==> src/design/guard_pkg.sv <==
/*
 * Shared constants for the protected register write guard: register
 * indices, reset values, wait-state figures and the access state machine.
 * Assumes a 32-bit AXI4-Lite register bus where byte address = 4 * index.
 */
`default_nettype none

package guard_pkg;

    // register indices (byte address is four times the index)
    localparam logic [27:0] WAIT_CTRL_IDX         = 28'hFFFF06E;
    localparam logic [27:0] PROT_CMD_IDX          = 28'hFFFF1FC;
    localparam logic [27:0] SYS_STATUS_IDX        = 28'hFFFF802;

    // protected register window
    localparam logic [27:0] PROT_LO_IDX           = 28'hFFFF0C0;
    localparam logic [27:0] PROT_HI_IDX           = 28'hFFFF0FF;

    // peripheral registers with extra wait cycles
    localparam logic [27:0] TIMER_P_COUNT_IDX     = 28'hFFFF5A0;
    localparam logic [27:0] TIMER_P_COMPARE_IDX   = 28'hFFFF5A1;
    localparam logic [27:0] TIMER_Q_COUNT_IDX     = 28'hFFFF5B0;
    localparam logic [27:0] TIMER_Q_COMPARE_IDX   = 28'hFFFF5B1;
    localparam logic [27:0] RT_BUFFER_LOW_IDX     = 28'hFFFF6A0;
    localparam logic [27:0] RT_BUFFER_HIGH_IDX    = 28'hFFFF6A1;
    localparam logic [27:0] WATCHDOG_MODE_IDX     = 28'hFFFF6D0;
    localparam logic [27:0] SERIAL_BUS_STATUS_IDX = 28'hFFFFD86;
    localparam logic [27:0] ADC_MODE_IDX          = 28'hFFFF200;
    localparam logic [27:0] ADC_RESULT_IDX        = 28'hFFFF210;
    localparam logic [27:0] CRC_DATA_INPUT_IDX    = 28'hFFFF310;

    // reset values and field positions
    localparam logic [7:0]  WAIT_CTRL_RESET       = 8'h77;
    localparam logic [7:0]  SYS_STATUS_RESET      = 8'h00;
    localparam int          PROT_ERR_BIT          = 0;

    // access timing in CPU clocks: BASE + i + j + (J_BASE + j) * k
    localparam logic [7:0]  BASE_ACCESS_CLKS      = 8'h03;
    localparam logic [7:0]  WAIT_J_BASE           = 8'h02;
    localparam logic [2:0]  K_SYNC_READ           = 3'h1;
    localparam logic [2:0]  K_CMP_BURST           = 3'h3;
    localparam logic [2:0]  K_RT_BUFFER           = 3'h1;
    localparam logic [2:0]  K_WATCHDOG            = 3'h3;
    localparam logic [2:0]  K_SERIAL_STATUS       = 3'h1;
    localparam logic [2:0]  K_CRC                 = 3'h1;

    localparam logic [1:0]  RESP_OKAY             = 2'h0;

    typedef enum logic [1:0] {
        ST_IDLE,
        ST_BUSY,
        ST_WRESP,
        ST_RRESP
    } state_e;

endpackage

`default_nettype wire

==> src/design/protected_register_write_guard.sv <==
/*
 * Protected register write guard with peripheral wait-state insertion,
 * reached as an AXI4-Lite slave. Peripheral accesses are forwarded on a
 * simple strobe port, registered one clock after the access is taken; peripheral-side levels arrive
 * asynchronously and are synchronised here.
 */
// Contract
// - command register is 8-bit write-only; reads return junk and change nothing.
// - protected write accepted only as first write after a command write.
// - command write value is ignored; only the write itself arms.
// - status register is byte/bit accessible and resets to zero.
// - protected write without arming sets error and is dropped.
// - first write after arming to unprotected register sets error.
// - reads between arming and protected write neither flag nor disarm.
// - error flag stays set until written 0 or reset.
// - writing 0 to the flag right after arming leaves it cleared.
// - two command writes back to back set the error flag.
// - wait-control register is byte read/write, resets to 77H.
// - peripheral access takes three clocks plus configured waits.
// - CPU access is stalled until the peripheral transfer is correct.
// - timer count/compare reads add 1 or 2; back-to-back compare writes 3 or 4.
// - real-time buffer writes while output disabled add 1 wait.
// - watchdog mode write while running adds 3 waits.
// - serial status read and CRC write add 1; ADC reads add 1 or 2.
`timescale 1ns/1ps
`default_nettype none

module protected_register_write_guard
    import guard_pkg::*;
(
    input  wire logic        ref_clk_in,
    input  wire logic        rst_n_in,
    input  wire logic        awvalid_in,
    output logic             awready_out,
    input  wire logic [31:0] awaddr_in,
    input  wire logic        wvalid_in,
    output logic             wready_out,
    input  wire logic [31:0] wdata_in,
    input  wire logic [3:0]  wstrb_in,
    output logic             bvalid_out,
    input  wire logic        bready_in,
    output logic [1:0]       bresp_out,
    input  wire logic        arvalid_in,
    output logic             arready_out,
    input  wire logic [31:0] araddr_in,
    output logic             rvalid_out,
    input  wire logic        rready_in,
    output logic [31:0]      rdata_out,
    output logic [1:0]       rresp_out,
    output logic             periph_wr_out,
    output logic             periph_rd_out,
    output logic [31:0]      periph_addr_out,
    output logic [31:0]      periph_wdata_out,
    output logic [3:0]       periph_wstrb_out,
    input  wire logic [31:0] periph_rdata_in,
    input  wire logic        periph_clk_in,
    input  wire logic        watchdog_running_in,
    input  wire logic        rt_output_enable_in,
    output logic             protect_error_flag_out,
    output logic             armed_out
);

    typedef struct packed {
        state_e      st;
        logic        aw_have;
        logic        w_have;
        logic [31:0] addr;
        logic [31:0] raddr;
        logic [31:0] wdata;
        logic [3:0]  wstrb;
        logic        is_write;
        logic        own_rd;
        logic [7:0]  cnt;
        logic [7:0]  wait_ctrl;
        logic        err;
        logic        armed;
        logic        last_cmp_wr;
        logic [2:0]  sq1;
        logic [2:0]  sq2;
        logic [2:0]  sq3;
        logic [2:0]  stable;
        logic        awready;
        logic        wready;
        logic        bvalid;
        logic        arready;
        logic        rvalid;
        logic [31:0] rdata;
        logic [1:0]  bresp;
        logic [1:0]  rresp;
        logic        pwr;
        logic        prd;
        logic [31:0] paddr;
        logic [31:0] pwdata;
        logic [3:0]  pwstrb;
    } guard_s;

    guard_s r_reg;
    guard_s r_next;

    // stable[0] peripheral clock phase, [1] watchdog running, [2] rt output enable
    logic [2:0] raw_async;
    assign raw_async = {rt_output_enable_in, watchdog_running_in, periph_clk_in};

    function automatic logic is_compare(input logic [27:0] idx);
        is_compare = (idx == TIMER_P_COMPARE_IDX) || (idx == TIMER_Q_COMPARE_IDX);
    endfunction

    // extra peripheral-clock multiples k for this access
    function automatic logic [2:0] extra_k(
        input logic [27:0] idx,
        input logic        wr,
        input logic        phase,
        input logic        wdt_run,
        input logic        rt_en,
        input logic        last_cmp
    );
        logic [2:0] ph;
        ph = {2'h0, phase};
        extra_k = 3'h0;
        if (!wr) begin
            if ((idx == TIMER_P_COUNT_IDX) || (idx == TIMER_Q_COUNT_IDX) ||
                is_compare(idx)) begin
                extra_k = K_SYNC_READ + ph;
            end else if (idx == SERIAL_BUS_STATUS_IDX) begin
                extra_k = K_SERIAL_STATUS;
            end else if ((idx == ADC_MODE_IDX) || (idx == ADC_RESULT_IDX)) begin
                extra_k = K_SYNC_READ + ph;
            end
        end else begin
            if (is_compare(idx) && last_cmp) begin
                extra_k = K_CMP_BURST + ph;
            end else if (((idx == RT_BUFFER_LOW_IDX) || (idx == RT_BUFFER_HIGH_IDX)) &&
                         !rt_en) begin
                extra_k = K_RT_BUFFER;
            end else if ((idx == WATCHDOG_MODE_IDX) && wdt_run) begin
                extra_k = K_WATCHDOG;
            end else if (idx == CRC_DATA_INPUT_IDX) begin
                extra_k = K_CRC;
            end
        end
    endfunction

    // total access clocks: 3 + i + j + (2 + j) * k
    // own registers pay it too
    function automatic logic [7:0] access_clks(
        input logic [7:0] wctrl,
        input logic [2:0] k
    );
        logic [7:0] i_w;
        logic [7:0] j_w;
        logic [7:0] per_k;
        i_w = {4'h0, wctrl[7:4]};
        j_w = {4'h0, wctrl[3:0]};
        per_k = (WAIT_J_BASE + j_w) * {5'h00, k};
        access_clks = BASE_ACCESS_CLKS + i_w + j_w + per_k;
    endfunction

    always_comb begin
        logic [27:0] idx;
        logic [2:0]  k;
        logic        clearing;
        idx = 28'h0000000;
        k = 3'h0;
        clearing = 1'b0;
        r_next = r_reg;
        r_next.pwr = 1'b0;
        r_next.prd = 1'b0;
        // no decode errors
        r_next.bresp = RESP_OKAY;
        r_next.rresp = RESP_OKAY;

        // 3-flop synchronisers; a level counts once stages 2 and 3 agree
        r_next.sq1 = raw_async;
        r_next.sq2 = r_reg.sq1;
        r_next.sq3 = r_reg.sq2;
        for (int b = 0; b < 3; b++) begin
            if (r_reg.sq2[b] == r_reg.sq3[b]) begin
                r_next.stable[b] = r_reg.sq3[b];
            end
        end

        // address and data are taken independently, in either order
        if (awvalid_in && r_reg.awready) begin
            r_next.aw_have = 1'b1;
            r_next.addr = awaddr_in;
        end
        if (wvalid_in && r_reg.wready) begin
            r_next.w_have = 1'b1;
            r_next.wdata = wdata_in;
            r_next.wstrb = wstrb_in;
        end

        case (r_reg.st)
            ST_IDLE: begin
                // write first if both ready; arready stays low while a whole write is held
                if (arvalid_in && r_reg.arready) begin
                    // reads never touch the armed state or the flag
                    idx = araddr_in[29:2];
                    k = extra_k(idx, 1'b0, r_reg.stable[0], r_reg.stable[1],
                                r_reg.stable[2], r_reg.last_cmp_wr);
                    r_next.raddr = araddr_in;
                    r_next.is_write = 1'b0;
                    r_next.st = ST_BUSY;
                    r_next.cnt = access_clks(r_reg.wait_ctrl, k) - 8'h01;
                    r_next.last_cmp_wr = 1'b0;
                    r_next.own_rd = 1'b1;
                    if (idx == PROT_CMD_IDX) begin
                        r_next.rdata = 32'h00000000;
                    end else if (idx == SYS_STATUS_IDX) begin
                        r_next.rdata = {31'h00000000, r_reg.err};
                    end else if (idx == WAIT_CTRL_IDX) begin
                        r_next.rdata = {24'h000000, r_reg.wait_ctrl};
                    end else begin
                        r_next.own_rd = 1'b0;
                        r_next.prd = 1'b1;
                        r_next.paddr = araddr_in;
                    end
                end else if (r_reg.aw_have && r_reg.w_have) begin
                    idx = r_reg.addr[29:2];
                    k = extra_k(idx, 1'b1, r_reg.stable[0], r_reg.stable[1],
                                r_reg.stable[2], r_reg.last_cmp_wr);
                    r_next.is_write = 1'b1;
                    r_next.st = ST_BUSY;
                    r_next.cnt = access_clks(r_reg.wait_ctrl, k) - 8'h01;
                    r_next.last_cmp_wr = is_compare(idx);
                    r_next.armed = 1'b0;
                    if (idx == PROT_CMD_IDX) begin
                        // value is a dummy; only the write arms
                        if (r_reg.armed) begin
                            r_next.err = 1'b1;
                        end else begin
                            r_next.armed = 1'b1;
                        end
                    end else if (idx == SYS_STATUS_IDX) begin
                        // only the flag bit is writable, and only to clear it
                        clearing = r_reg.wstrb[0] && !r_reg.wdata[PROT_ERR_BIT];
                        if (clearing) begin
                            r_next.err = 1'b0;
                        end else if (r_reg.armed) begin
                            r_next.err = 1'b1;
                        end
                    end else if ((idx >= PROT_LO_IDX) && (idx <= PROT_HI_IDX)) begin
                        if (r_reg.armed) begin
                            r_next.pwr = 1'b1;
                            r_next.paddr = r_reg.addr;
                            r_next.pwdata = r_reg.wdata;
                            r_next.pwstrb = r_reg.wstrb;
                        end else begin
                            r_next.err = 1'b1;
                        end
                    end else begin
                        if (r_reg.armed) begin
                            r_next.err = 1'b1;
                        end
                        if (idx == WAIT_CTRL_IDX) begin
                            if (r_reg.wstrb[0]) begin
                                r_next.wait_ctrl = r_reg.wdata[7:0];
                            end
                        end else begin
                            r_next.pwr = 1'b1;
                            r_next.paddr = r_reg.addr;
                            r_next.pwdata = r_reg.wdata;
                            r_next.pwstrb = r_reg.wstrb;
                        end
                    end
                end
            end
            ST_BUSY: begin
                // cpu stalls here until the peripheral transfer has settled
                r_next.cnt = r_reg.cnt - 8'h01;
                // sample data at the last wait
                if (r_reg.cnt == 8'h01) begin
                    if (r_reg.is_write) begin
                        r_next.bvalid = 1'b1;
                        r_next.st = ST_WRESP;
                    end else begin
                        r_next.rvalid = 1'b1;
                        r_next.st = ST_RRESP;
                        if (!r_reg.own_rd) begin
                            r_next.rdata = periph_rdata_in;
                        end
                    end
                end
            end
            ST_WRESP: begin
                if (bready_in) begin
                    r_next.bvalid = 1'b0;
                    r_next.aw_have = 1'b0;
                    r_next.w_have = 1'b0;
                    r_next.st = ST_IDLE;
                end
            end
            ST_RRESP: begin
                if (rready_in) begin
                    r_next.rvalid = 1'b0;
                    r_next.st = ST_IDLE;
                end
            end
            default: begin
                r_next.st = ST_IDLE;
            end
        endcase

        // ready flags registered so they come straight from flops
        r_next.awready = !r_next.aw_have;
        r_next.wready = !r_next.w_have;
        r_next.arready = (r_next.st == ST_IDLE) && !(r_next.aw_have && r_next.w_have);
    end

    always_ff @(posedge ref_clk_in or negedge rst_n_in) begin
        if (!rst_n_in) begin
            r_reg <= '0;
            r_reg.st <= ST_IDLE;
            r_reg.wait_ctrl <= WAIT_CTRL_RESET;
            r_reg.err <= SYS_STATUS_RESET[PROT_ERR_BIT];
        end else begin
            r_reg <= r_next;
        end
    end

    assign awready_out = r_reg.awready;
    assign wready_out = r_reg.wready;
    assign bvalid_out = r_reg.bvalid;
    assign bresp_out = r_reg.bresp;
    assign arready_out = r_reg.arready;
    assign rvalid_out = r_reg.rvalid;
    assign rdata_out = r_reg.rdata;
    assign rresp_out = r_reg.rresp;
    assign periph_wr_out = r_reg.pwr;
    assign periph_rd_out = r_reg.prd;
    assign periph_addr_out = r_reg.paddr;
    assign periph_wdata_out = r_reg.pwdata;
    assign periph_wstrb_out = r_reg.pwstrb;
    assign protect_error_flag_out = r_reg.err;
    assign armed_out = r_reg.armed;

endmodule

`default_nettype wire

==> config.mk <==
export PLATFORM = sky130hd
export DESIGN_NAME = protected_register_write_guard
export DESIGN_NICKNAME = d
export VERILOG_FILES = /design/src/design/guard_pkg.sv /design/src/design/protected_register_write_guard.sv
export SDC_FILE = /design/constraint.sdc
export NUM_CORES = 1
export LEC_CHECK = 0
export ABC_AREA = 1
export BUFFER_PORTS_ARGS = -buffer_cell sky130_fd_sc_hd__buf_2
export CORE_MARGIN = 2
export CORE_UTILIZATION = 55
export CTS_CLUSTER_SIZE = 14
export DETAILED_ROUTE_END_ITERATION = 8
export MAX_ROUTING_LAYER = met4
export PLACE_DENSITY = 0.89
export SLEW_MARGIN = 25
export SYNTH_ARGS = -nofsm -noshare
export SYNTH_HDL_FRONTEND = slang
export SYNTH_SLANG_ARGS = --single-unit
==> constraint.sdc <==
create_clock -name ref_clk_in -period 4.28 [get_ports ref_clk_in]
set_input_delay 1.07 -clock ref_clk_in [delete_from_list [all_inputs] [get_ports ref_clk_in]]
set_output_delay 1.07 -clock ref_clk_in [all_outputs]
set_load 0.005 [all_outputs]
==> results.json <==
{
  "status": "complete, no violations",
  "netlist_instances": 1489,
  "cp-endpoint": "r_reg[141]",
  "post-route-period-util_pct": 98.1,
  "pwr-share-comb_pct": 29.3,
  "synth_top_area_share_pct": 43.4,
  "vias_per_cell": 5.39,
  "grt_pass1_vias": 10300,
  "clockBufferDepth": 3,
  "layout-drive-gt1-share_pct": 26.5,
  "design_power_total_uw": 7450,
  "cp_data_arrival_time_ns": 4.62,
  "intPower_uw": 4910,
  "synthesis.area_um2": 11900,
  "worst_ep_required_time_ns": 4.70,
  "nets": 1879,
  "async_flop_share_pct": 100,
  "wl_per_cell_um": 16.6,
  "switchingPower_uw": 2540,
  "end_kind": "register",
  "final_max_slew_viol_count": 0,
  "fin_ws_ns": 0.0822,
  "switching_share_pct": 34.1,
  "die_x_um": 151,
  "postLayoutCoreUtil_pct": 66.3,
  "worstRegToRegCells": 23,
  "rows": 53,
  "drv_cap": 0,
  "powerDensity_nw_per_um2": 533,
  "place_ws_ns": -0.409,
  "r2r_end": "r_reg[141]",
  "hold_ws_ns": 0.347,
  "wirelength_mm": 32.8,
  "routed-via-count": 10700,
  "clockPowerShare_pct": 28.7,
  "ioPinCount": 255,
  "pwr-share-seq_pct": 42.0,
  "ys_warn_count": 0,
  "die-area_um2": 22800,
  "holdCritStartpoint": "r_next[117]",
  "dp.cells": 1928,
  "clk_pin_slew_ns": 0.06,
  "rrSetupSlack_ns": 0.08,
  "track_usage_pct": 29.1,
  "gp_congestion": 1.09,
  "crit_path_start": "r_reg[222]",
  "drc": 0,
  "syn2layout_area_growth_pct": 17.7,
  "start_util_pct": 56.4,
  "synth_most_common_cell": "nand2_1",
  "synth-edff-count": 0,
  "ys_types": 38,
  "grt-ovfl-total": 0,
  "holdCritPathClass": "reg2reg",
  "ctsHoldBuffers": 0,
  "syn_avg_cell_area_um2": 7.98,
  "grt.met1_usage_pct": 36.8,
  "final-setup-viol-count": 0,
  "die_height_um": 151,
  "met3_usage_pct": 6.48,
  "worst_slew_pin_slew_ns": 1.02,
  "ys.flop_type": "dfrtp_1",
  "crit_fanout": 4,
  "layout.cells.non_filler": 1978,
  "grt_pass1_wl_mm": 51.0,
  "grt_start_max_net_pins": 92,
  "clkSinkCount": 212,
  "htree_levels": 1,
  "antenna_found_initial": 1,
  "r2r_start": "r_reg[222]",
  "ant_nets": 0,
  "top_usage_layer": "met2",
  "largest_reg_flops": 97,
  "clock_skew_ns": 0.0109,
  "fin_crit_ns": 4.20,
  "cts_buffers": 23,
  "grt_use_met2_pct": 45.7,
  "power.leakage_uw": 0.00777,
  "hold_viol_final": 0,
  "first_pass_iters": 7,
  "critPathKind": "reg2reg",
  "worstSetupStartpointType": "register",
  "drt-initial-drc-count": 767,
  "max-vdd-ir-drop_mv": 0.397,
  "insertion_delay_ns": 0.53,
  "slew_headroom_pct": 31.9,
  "synth_top_area_cell": "dfrtp_1",
  "synth_top_cells_by_area": "dfrtp_1, nand2_1, buf_4, nand3_1, inv_1",
  "cts_tree": "built",
  "dp_hpwl_mm": 23.1,
  "cts-root-buf": "clkbuf_16",
  "ys_ff_latch": 212,
  "port_buffers": 250,
  "fmax_mhz": 238,
  "ys_seq_area_share_pct": 44.7,
  "yosys-top-cells-count": "nand2_1, dfrtp_1, inv_1, nand3_1, buf_4",
  "core-area_um2": 21100
}
## logic make-up after synthesis
logic type	count (synthesis)	share of synthesized area, %
AND/OR/NAND/NOR	739	25.6
buffers and inverters	320	14.3
flip-flops	212	44.7
AO/OA/AOI/OAI	132	5.73
adder cells (fa/ha/maj)	56	7.03
multiplexers	21	1.99
XOR/XNOR	8	0.590
other	1	0.0316
## cell usage in the layout (no fill, tap or decap), types with 4 or more instances in the layout
cell	synthesis	routed
nor3_1	9	6
dfrtp_1	206	205
clkbuf_1	16	4
buf_4	106	67
a21oi_1	39	38
nor2_2	2	14
buf_2	17	249
clkinv_2	0	5
clkbuf_16	0	23
fa_1	19	16
nand3_1	136	134
clkbuf_8	0	5
ha_1	34	30
dfstp_2	6	6
nor2_1	98	84
o21ai_0	53	51
mux2_2	21	21
nand2_1	466	455
inv_2	9	14
o22ai_1	4	4
conb_1	1	4
bufinv_16	0	4
o21ai_1	30	32
ha_4	0	4
nand4_1	14	14
xnor2_1	7	7
inv_1	158	151
nand2_2	3	14
## final cells by class
class / count / area [um2]
Inverter: 168 / 636
Multi-Input combinational cell: 960 / 5070
Timing Repair Buffer: 319 / 1790
Antenna cell: 2 / 5.00
Fill cell: 1656 / 7100
Sequential cell: 212 / 5310
Clock inverter: 11 / 173
Tap cell: 275 / 344
Clock buffer: 31 / 646
## worst max-delay path, stage by stage, from the launching register on
cell     delay [ns]
dfrtp_1        0.37
inv_2          0.05
nor2_2         0.13
nand2_1        0.10
nor4_2         0.27
buf_4          0.16
nand4_1        0.20
inv_2          0.18
nand2_2        0.09
ha_4           0.27
inv_1          0.05
fa_1           0.51
inv_2          0.05
fa_1           0.59
inv_2          0.07
ha_4           0.30
buf_6          0.10
nand4_1        0.10
nand3_1        0.11
nand2_1        0.06
nand3_2        0.08
nand2_2        0.07
a21oi_2        0.13
nor2_1         0.05
## how the worst min path moves through the flow
stage / to / slack (ns) / cells past startpoint
after global routing: r_next[115] / 0.35 / 0
after detailed placement: r_next[114] / 0.33 / 0
after global placement: r_next[116] / 0.33 / 0
after floorplan: r_next[114] / 0.33 / 0
final: r_next[114] / 0.35 / 0
after CTS: r_next[115] / 0.34 / 0
## power by group through the flow
stage                     Sequential (uW)  Combinational (uW)  Clock [uW]
final                                3130                2180        2140
after global routing                 3200                2450        2260
after CTS                            3120                2130        2170
after detailed placement             3130                2110           0
after global placement               3110                2020           0
after floorplan                      3030                1650           0
## per-stage QoR
stage | TNS (ns) | instance area, um2
4_1_cts | 0 | 13800
3_3_place_gp | -1.40 | 12900
2_1_floorplan | 0 | 11900
5_1_grt | -0.289 | 14000
6_report | 0 | 14000
3_5_place_dp | -2.12 | 12900
## per-layer routing
| layer | vias up | part of all wire, % | routed length [um] |
|---|---|---|---|
| met4 | 0 | 3.8 | 1250 |
| met3 | 109 | 9.5 | 3110 |
| met1 | 5015 | 40 | 13100 |
| li1 | 4969 | - | - |
| met5 | - | 0 | 0 |
| met2 | 560 | 47 | 15400 |
## timing repair
item,4_1_cts,5_1_grt
endpoints found under the setup margin,1,6
buffers inserted,0,6
pin swaps,0,18
resized for setup,3,51
Power figures use the tool's default switching activity.
